File: config.mk
export PLATFORM = sky130hd
export DESIGN_NAME = gpx_port
export DESIGN_NICKNAME = d
export VERILOG_FILES = /design/src/include/gpx_pkg.sv /design/src/rtl/gpx_port.sv
export SDC_FILE = /design/constraint.sdc
export NUM_CORES = 1
export LEC_CHECK = 0
export ABC_AREA = 1
export BUFFER_PORTS_ARGS = -buffer_cell sky130_fd_sc_hd__buf_4
export CORE_UTILIZATION = 62
export CTS_BUF_LIST = sky130_fd_sc_hd__clkbuf_4 sky130_fd_sc_hd__clkbuf_8
export CTS_CLUSTER_SIZE = 8
export DETAILED_ROUTE_END_ITERATION = 16
export PLACE_DENSITY = 0.88
export SYNTH_ARGS = -nofsm -noshare
export SYNTH_HDL_FRONTEND = slang
export SYNTH_SLANG_ARGS = --single-unit
export TNS_END_PERCENT = 30
File: constraint.sdc
create_clock -name clk -period 3.3 [get_ports clk]
set_clock_uncertainty 0.2 [all_clocks]
set_input_delay 0.165 -clock clk [delete_from_list [all_inputs] [get_ports clk]]
set_output_delay 0.165 -clock clk [all_outputs]
set_load 0.01 [all_outputs]
File: src/include/gpx_pkg.sv
// Package for the general-purpose I/O port configuration and interrupt block
package gpx_pkg;

    // Port size
    localparam int unsigned GPX_PINS = 8;

    // Register byte offsets
    localparam logic [7:0] GPX_OFF_DETECT_SET  = 8'h00;
    localparam logic [7:0] GPX_OFF_PIN_INDEX   = 8'h04;
    localparam logic [7:0] GPX_OFF_PIN_VIEW    = 8'h08;
    localparam logic [7:0] GPX_OFF_PAD_SET     = 8'h0c;
    localparam logic [7:0] GPX_OFF_IRQ_ENABLE  = 8'h10;
    localparam logic [7:0] GPX_OFF_IRQ_DISABLE = 8'h14;
    localparam logic [7:0] GPX_OFF_IRQ_CLEAR   = 8'h18;
    localparam logic [7:0] GPX_OFF_RAW_STATUS  = 8'h1c;
    localparam logic [7:0] GPX_OFF_MSK_STATUS  = 8'h20;
    localparam logic [7:0] GPX_OFF_DMA_ENABLE  = 8'h24;
    localparam logic [7:0] GPX_OFF_DMA_DISABLE = 8'h28;
    localparam logic [7:0] GPX_OFF_ALT_FUNC    = 8'h2c;

    // Field positions inside write data
    localparam int unsigned GPX_POS_SETTING = 8;
    localparam int unsigned GPX_POS_TYPE    = 12;
    localparam int unsigned GPX_POS_ALT     = 8;

    // Field positions inside the pin view word
    localparam int unsigned GPX_VIEW_DRIVE = 4;
    localparam int unsigned GPX_VIEW_TYPE  = 8;
    localparam int unsigned GPX_VIEW_ALT   = 12;

    // Detection setting encodings
    localparam logic [2:0] GPX_DET_FALLING = 3'h0;
    localparam logic [2:0] GPX_DET_RISING  = 3'h1;
    localparam logic [2:0] GPX_DET_BOTH    = 3'h2;
    localparam logic [2:0] GPX_DET_LOW     = 3'h3;
    localparam logic [2:0] GPX_DET_HIGH    = 3'h4;

    // Drive encodings
    localparam logic [1:0] GPX_DRIVE_WEAK        = 2'h0;
    localparam logic [1:0] GPX_DRIVE_MEDIUM      = 2'h1;
    localparam logic [1:0] GPX_DRIVE_STRONG      = 2'h2;
    localparam logic [1:0] GPX_DRIVE_STRONG_SLEW = 2'h3;

    // Pad type encodings
    localparam logic [2:0] GPX_PAD_PUSH_PULL     = 3'h0;
    localparam logic [2:0] GPX_PAD_PP_PULLUP     = 3'h1;
    localparam logic [2:0] GPX_PAD_PP_PULLDOWN   = 3'h2;
    localparam logic [2:0] GPX_PAD_OPEN_DRAIN    = 3'h3;
    localparam logic [2:0] GPX_PAD_OD_PULLUP     = 3'h4;
    localparam logic [2:0] GPX_PAD_OD_PULLDOWN   = 3'h5;
    localparam logic [2:0] GPX_PAD_ANALOG        = 3'h6;

    // Values after reset
    localparam logic [2:0] GPX_RST_DETECT = GPX_DET_FALLING;
    localparam logic [1:0] GPX_RST_DRIVE  = GPX_DRIVE_WEAK;
    localparam logic [2:0] GPX_RST_TYPE   = GPX_PAD_PUSH_PULL;
    localparam logic [3:0] GPX_RST_ALT    = 4'h0;

    // Wishbone request from the master
    typedef struct packed {
        logic        cyc;
        logic        stb;
        logic        we;
        logic [7:0]  adr;
        logic [3:0]  sel;
        logic [31:0] dat;
    } gpx_wb_req_t;

    // Wishbone answer to the master
    typedef struct packed {
        logic        ack;
        logic [31:0] dat;
    } gpx_wb_rsp_t;

endpackage : gpx_pkg

File: src/rtl/gpx_port.sv
// Eight-pin port: detection, masking, DMA triggers, pad settings, pin mux
`timescale 1ns/10ps

// Notes on behaviour
// - Each pin can be picked as a DMA trigger source, and unpicked again.
// - A DMA trigger pin still raises its interrupt when that pin is unmasked.
// - Per pin detection: falling, rising, both edges, low level, high level.
// - Software reads back each pin's detection setting as one of five codes.
// - Eight-bit pin mask selects pins, bit n is pin n; others untouched.
// - Drive setting per pin: 2, 4, 8 mA, or 8 mA slew limited.
// - Seven pad types per pin including open drain variants and analog.
// - Pad settings stored for input pins; only pull termination acts on them.
// - Drive and pad type of one pin read back with the written codes.
// - One alternate function code per pin, so one function at a time.
// - Clear drops latched interrupts of selected pins; others stay pending.
// - Interrupt output holds until the pending source is really cleared.
// - Disable masks the selected pins out of the interrupt output.
// - Enable unmasks the selected pins onto the interrupt output.
// - Raw and masked interrupt status readable, one bit per pin.
module gpx_port
    import gpx_pkg::*;
#(
    parameter int unsigned ALT_W = 4
) (
    input  wire logic                         clk,
    input  wire logic                         srst,
    input  wire gpx_wb_req_t                  wb_req,
    output gpx_wb_rsp_t                       wb_rsp,
    input  wire logic [GPX_PINS-1:0]          pin_in,
    output logic                              irq,
    output logic [GPX_PINS-1:0]               dma_req,
    output logic [GPX_PINS-1:0][1:0]          pad_drive,
    output logic [GPX_PINS-1:0][2:0]          pad_type,
    output logic [GPX_PINS-1:0]               pad_pullup,
    output logic [GPX_PINS-1:0]               pad_pulldown,
    output logic [GPX_PINS-1:0][ALT_W-1:0]    alt_function
);

    ////////////////////////////////////////////////////////////////////////////
    // State

    typedef struct packed {
        logic [GPX_PINS-1:0]             sync_a;
        logic [GPX_PINS-1:0]             sync_b;
        logic [GPX_PINS-1:0]             prev;
        logic [GPX_PINS-1:0][2:0]        detect;
        logic [GPX_PINS-1:0][1:0]        drive;
        logic [GPX_PINS-1:0][2:0]        ptype;
        logic [GPX_PINS-1:0][ALT_W-1:0]  alt;
        logic [GPX_PINS-1:0]             irq_mask;
        logic [GPX_PINS-1:0]             dma_en;
        logic [GPX_PINS-1:0]             edge_lat;
        logic [GPX_PINS-1:0]             raw;
        logic [GPX_PINS-1:0]             dma;
        logic [GPX_PINS-1:0]             pull_up;
        logic [GPX_PINS-1:0]             pull_dn;
        logic [2:0]                      pin_idx;
        logic                            ack;
        logic [31:0]                     rdata;
        logic                            irq;
    } gpx_state_t;

    gpx_state_t st;
    gpx_state_t next_st;

    ////////////////////////////////////////////////////////////////////////////
    // Helpers

    // Pad types carrying a weak pull-up
    function automatic logic gpx_has_pullup(input logic [2:0] t);
        return (t == GPX_PAD_PP_PULLUP) || (t == GPX_PAD_OD_PULLUP);
    endfunction : gpx_has_pullup

    // Pad types carrying a weak pull-down
    function automatic logic gpx_has_pulldown(input logic [2:0] t);
        return (t == GPX_PAD_PP_PULLDOWN) || (t == GPX_PAD_OD_PULLDOWN);
    endfunction : gpx_has_pulldown

    // Write strobe for one register, taken on the acknowledged edge
    function automatic logic gpx_wr(input gpx_wb_req_t r, input logic a,
                                    input logic [7:0] off);
        return r.cyc && r.stb && r.we && a && (r.sel[1:0] == 2'h3) && (r.adr == off);
    endfunction : gpx_wr

    ////////////////////////////////////////////////////////////////////////////
    // Next state

    logic [GPX_PINS-1:0] wmask;
    logic [GPX_PINS-1:0] ev_edge;
    logic [GPX_PINS-1:0] ev_level;
    logic [GPX_PINS-1:0] clr;
    logic [2:0]          w_det;
    logic [1:0]          w_drv;
    logic [2:0]          w_typ;

    always_comb begin
        next_st = st;
        wmask   = wb_req.dat[GPX_PINS-1:0];
        w_det   = wb_req.dat[GPX_POS_SETTING +: 3];
        w_drv   = wb_req.dat[GPX_POS_SETTING +: 2];
        w_typ   = wb_req.dat[GPX_POS_TYPE +: 3];
        clr     = gpx_wr(wb_req, st.ack, GPX_OFF_IRQ_CLEAR) ? wmask : '0;
        ev_edge  = '0;
        ev_level = '0;

        // Two-flop synchroniser, then the previous sample for edges
        next_st.sync_a = pin_in;
        next_st.sync_b = st.sync_a;
        next_st.prev   = st.sync_b;

        // Per pin detection and latching
        for (int i = 0; i < GPX_PINS; i++) begin
            unique case (st.detect[i])
                GPX_DET_FALLING: ev_edge[i]  = st.prev[i] & ~st.sync_b[i];
                GPX_DET_RISING:  ev_edge[i]  = ~st.prev[i] & st.sync_b[i];
                GPX_DET_BOTH:    ev_edge[i]  = st.prev[i] ^ st.sync_b[i];
                GPX_DET_LOW:     ev_level[i] = ~st.sync_b[i];
                GPX_DET_HIGH:    ev_level[i] = st.sync_b[i];
                default:         ev_edge[i]  = 1'b0;
            endcase
        end
        next_st.edge_lat = (st.edge_lat & ~clr) | ev_edge;
        next_st.raw      = next_st.edge_lat | ev_level;
        next_st.dma      = (ev_edge | ev_level) & st.dma_en;

        // Detection setting for selected pins; illegal codes ignored
        if (gpx_wr(wb_req, st.ack, GPX_OFF_DETECT_SET) && (w_det <= GPX_DET_HIGH)) begin
            for (int i = 0; i < GPX_PINS; i++) begin
                if (wmask[i]) begin
                    next_st.detect[i] = w_det;
                end
            end
        end

        // Pad drive and type for selected pins; illegal type ignored
        if (gpx_wr(wb_req, st.ack, GPX_OFF_PAD_SET) && (w_typ <= GPX_PAD_ANALOG)) begin
            for (int i = 0; i < GPX_PINS; i++) begin
                if (wmask[i]) begin
                    next_st.drive[i] = w_drv;
                    next_st.ptype[i] = w_typ;
                end
            end
        end

        // Alternate function: one code per pin
        if (gpx_wr(wb_req, st.ack, GPX_OFF_ALT_FUNC)) begin
            next_st.alt[wb_req.dat[2:0]] = wb_req.dat[GPX_POS_ALT +: ALT_W];
        end

        // Pull termination follows the stored pad type
        for (int i = 0; i < GPX_PINS; i++) begin
            next_st.pull_up[i] = gpx_has_pullup(next_st.ptype[i]);
            next_st.pull_dn[i] = gpx_has_pulldown(next_st.ptype[i]);
        end

        // Mask and trigger set and clear by pin mask
        if (gpx_wr(wb_req, st.ack, GPX_OFF_IRQ_ENABLE)) begin
            next_st.irq_mask = st.irq_mask | wmask;
        end
        if (gpx_wr(wb_req, st.ack, GPX_OFF_IRQ_DISABLE)) begin
            next_st.irq_mask = st.irq_mask & ~wmask;
        end
        if (gpx_wr(wb_req, st.ack, GPX_OFF_DMA_ENABLE)) begin
            next_st.dma_en = st.dma_en | wmask;
        end
        if (gpx_wr(wb_req, st.ack, GPX_OFF_DMA_DISABLE)) begin
            next_st.dma_en = st.dma_en & ~wmask;
        end
        if (gpx_wr(wb_req, st.ack, GPX_OFF_PIN_INDEX)) begin
            next_st.pin_idx = wb_req.dat[2:0];
        end

        // Interrupt output stays up while any unmasked source is pending
        next_st.irq = |(next_st.raw & next_st.irq_mask);

        // Bus answer: one wait state, ack for a single cycle
        next_st.ack   = wb_req.cyc && wb_req.stb && !st.ack;
        next_st.rdata = '0;
        if (wb_req.cyc && wb_req.stb && !wb_req.we && !st.ack) begin
            unique case (wb_req.adr)
                GPX_OFF_PIN_INDEX:   next_st.rdata[2:0] = st.pin_idx;
                GPX_OFF_PIN_VIEW: begin
                    next_st.rdata[2:0] = st.detect[st.pin_idx];
                    next_st.rdata[GPX_VIEW_DRIVE +: 2] = st.drive[st.pin_idx];
                    next_st.rdata[GPX_VIEW_TYPE +: 3]  = st.ptype[st.pin_idx];
                    next_st.rdata[GPX_VIEW_ALT +: ALT_W] = st.alt[st.pin_idx];
                end
                GPX_OFF_IRQ_ENABLE:  next_st.rdata[GPX_PINS-1:0] = st.irq_mask;
                GPX_OFF_RAW_STATUS:  next_st.rdata[GPX_PINS-1:0] = st.raw;
                GPX_OFF_MSK_STATUS:  next_st.rdata[GPX_PINS-1:0] = st.raw & st.irq_mask;
                GPX_OFF_DMA_ENABLE:  next_st.rdata[GPX_PINS-1:0] = st.dma_en;
                default:             next_st.rdata = '0;
            endcase
        end
    end

    ////////////////////////////////////////////////////////////////////////////
    // Registers

    // Single state register with synchronous reset
    always_ff @(posedge clk) begin
        if (srst) begin
            st        <= '0;
            st.detect <= {GPX_PINS{GPX_RST_DETECT}};
            st.drive  <= {GPX_PINS{GPX_RST_DRIVE}};
            st.ptype  <= {GPX_PINS{GPX_RST_TYPE}};
            st.alt    <= {GPX_PINS{GPX_RST_ALT}};
        end else begin
            st <= next_st;
        end
    end

    // Outputs from state
    assign wb_rsp.ack   = st.ack;
    assign wb_rsp.dat   = st.rdata;
    assign irq          = st.irq;
    assign dma_req      = st.dma;
    assign pad_drive    = st.drive;
    assign pad_type     = st.ptype;
    assign pad_pullup   = st.pull_up;
    assign pad_pulldown = st.pull_dn;
    assign alt_function = st.alt;
endmodule : gpx_port

==> impl_metrics.tcl <==
set metrics [dict create \
    rsz0062_at_grt "no" \
    final_common_cell "dfxtp_1" \
    slew_headroom_pct 37.2 \
    core-area_um2 15400 \
    drc 0 \
    cts_tree "done" \
    netlist_area_um2 9890 \
    startpoint_type "input pin" \
    power_density_nw_per_um2 379 \
    crit_fanout 7 \
    grt_pass1_wl_um 37500 \
    top_layer_used "met4" \
    root_buffer "clkbuf_8" \
    hp-class "input pin to flop" \
    stdcell_count 1634 \
    area_growth_pct 10.7 \
    insertion_delay_ns 0.48 \
    die_area_um2 16500 \
    clk_pin_slew_worst_paths_ns 0.10 \
    synth_edf_count 0 \
    ios 187 \
    final_max_slew_viol_count 0 \
    gp_congestion 0.912 \
    synth-seq-cells 196 \
    ys.flop_type "dfxtp_1" \
    diodes 0 \
    postCtsSetupRepairBufs 0 \
    p_leak_uw 0.00482 \
    wl_met1_um 9780 \
    syn_avg_cell_area_um2 7.27 \
    routed_wl_um 23900 \
    wl_met2_um 11400 \
    critPathKind "input pin to flop" \
    htreeDepth 4 \
    hold_viol 0 \
    grtUsageTotal_pct 29.3 \
    yosysUniqueCellTypes 40 \
    place_area_um2 10300 \
    stdcell_area_um2 10900 \
    holdWs_ns 0.0720 \
    syn_inst 1360 \
    cts_buffer_depth 2 \
    tightest_slew_ns 0.942 \
    crit_chain "dlygate4sd3_1, buf_4, nand2_1, dlygate4sd3_1, nor4_1, nand2_1, inv_1, nand2_1, a31oi_1" \
    cts_inserted_buffers 17 \
    path_common_cell "nand2_1" \
    max_freq_ghz 0.380 \
    wl_met3_um 1980 \
    die_h_um 128 \
    grt_pass1_vias 7782 \
    start_util_pct 64.3 \
    arrival_ns 2.84 \
    num_rows 45 \
    yosys_warnings 0 \
    setup_tns_ns 0 \
    final_layout_size_suffix_gt1_share_pct 17.9 \
    drt_iter0_markers 880 \
    crit_required_ns 3.50 \
    ir_drop_mv 0.329 \
    antenna_found_initial 0 \
    endpoint_kind "flop" \
    io_buffers 150 \
    cts.sink_count 196 \
    die_w_um 128 \
    period_share_pct 79.8 \
    firstDrtPassIters 6 \
    slowest_delay_ns 0.68 \
    ant_nets 0 \
    grt_max_degree 60 \
    nets 1483 \
    crit_slowest_cell "nor4_1" \
    vias 8965 \
    status "completed" \
    maxCapViolCount 0 \
    setup_viol_count_final 0 \
    mostFrequentLayoutCells "dfxtp_1, nand2_1, inv_1" \
    synth_seq_area_share_pct 39.7 \
    dp_cells 1574 \
    via_per_inst 5.49 \
    wire_per_inst_um 14.6 \
    period_needed_ns 2.63 \
    dp_hpwl_um 16900 \
    synthArstFlopShare_pct 0 \
    overflow 0 \
]
[final timing paths]
path,end,cells past startpoint,start,slack (ns)
min,pad_drive[14],7,wb_req[42],0.07
max reg2reg,irq,11,wb_rsp[32],0.85
max,wb_rsp[9],9,wb_req[45],0.67
min reg2reg,next_st[190],2,next_st[198],0.19
[per-stage QoR]
step	utilization (%)	setup slack, ns	power [µW]
2_1_floorplan	-	1.43	2580
3_3_place_gp	66.9	0.907	2650
3_5_place_dp	66.9	0.922	2660
4_1_cts	71.2	0.738	4150
5_1_grt	71.2	0.542	4290
6_report	71.2	0.668	4140
[final cells by class]
class / instances / area [µm²]
clock inverter: 10 / 98.8
fill: 1248 / 4430
clock buffer: 22 / 284
inverter: 190 / 719
multi-input combinational: 815 / 4160
sequential: 196 / 3920
timing repair buffer: 190 / 1500
tap: 211 / 264
[synthesized netlist by cell type (2+ instances only)]
cell / instances / share of area, %
a211oi_1: 14 / 1.1
a21oi_1: 122 / 6.2
a221oi_1: 11 / 0.97
a31oi_1: 4 / 0.25
buf_1: 2 / 0.076
buf_2: 2 / 0.10
buf_4: 130 / 9.9
clkbuf_1: 41 / 1.6
dfxtp_1: 196 / 40
ha_1: 16 / 2.0
inv_1: 166 / 6.3
inv_2: 20 / 0.76
inv_4: 2 / 0.13
nand2_1: 173 / 6.6
nand3_1: 65 / 3.3
nand4_1: 5 / 0.32
nor2_1: 159 / 6.0
nor2_2: 19 / 1.2
nor2_4: 2 / 0.23
nor2_8: 7 / 1.4
nor3_1: 22 / 1.1
o211ai_1: 19 / 1.4
o21a_1: 4 / 0.30
o21ai_0: 121 / 6.1
o21ai_1: 16 / 0.81
o21ai_2: 4 / 0.35
o21bai_1: 4 / 0.30
o221ai_1: 2 / 0.18
[worst max-delay path: cells and delay by family]
| family | cells | cell delay (ns) |
|---|---|---|
| compound gates | 1 | 0.17 |
| buf+inv | 4 | 1.54 |
| simple gates | 4 | 0.96 |
[cell families (layout without fill, tap and decap cells)]
logic type | after synthesis | count (layout) | synth area share, %
other | 1 | 17 | 0.0379
adder cells (fa/ha/maj) | 16 | 16 | 2.02
buffers and inverters | 365 | 412 | 18.9
flip-flops | 196 | 196 | 39.7
AO/OA/AOI/OAI | 323 | 323 | 18.2
AND/OR/NAND/NOR | 459 | 459 | 21.2
[layer usage]
metal	track usage [%]	vias to the layer above
met2	48.5	460
met5	0	-
li1	-	4351
met4	14.0	0
met3	5.18	74
met1	36.9	4080
[flip-flops by register name (all words and copies together), names as in the netlist, named ones only]
signal        flops
pad_drive        16
pad_pulldown      8
dma_req           8
st               59
pad_pullup        8
irq               1
next_st          16
wb_rsp           16
alt_function     32
pad_type         24
[power breakdown]
part	switching (µW)	internal, µW	leakage [µW]	total (µW)
Combinational	153	85.8	0.00304	238
Clock	843	670	0.000194	1510
Sequential	9.58	2380	0.00158	2390
[what timing repair did]
action / CTS / global route
hold endpoints to repair: 142 / 0
gates resized for setup: 0 / 0
hold buffers: 28 / 0
No activity file was read; power rests on OpenSTA's default activity.
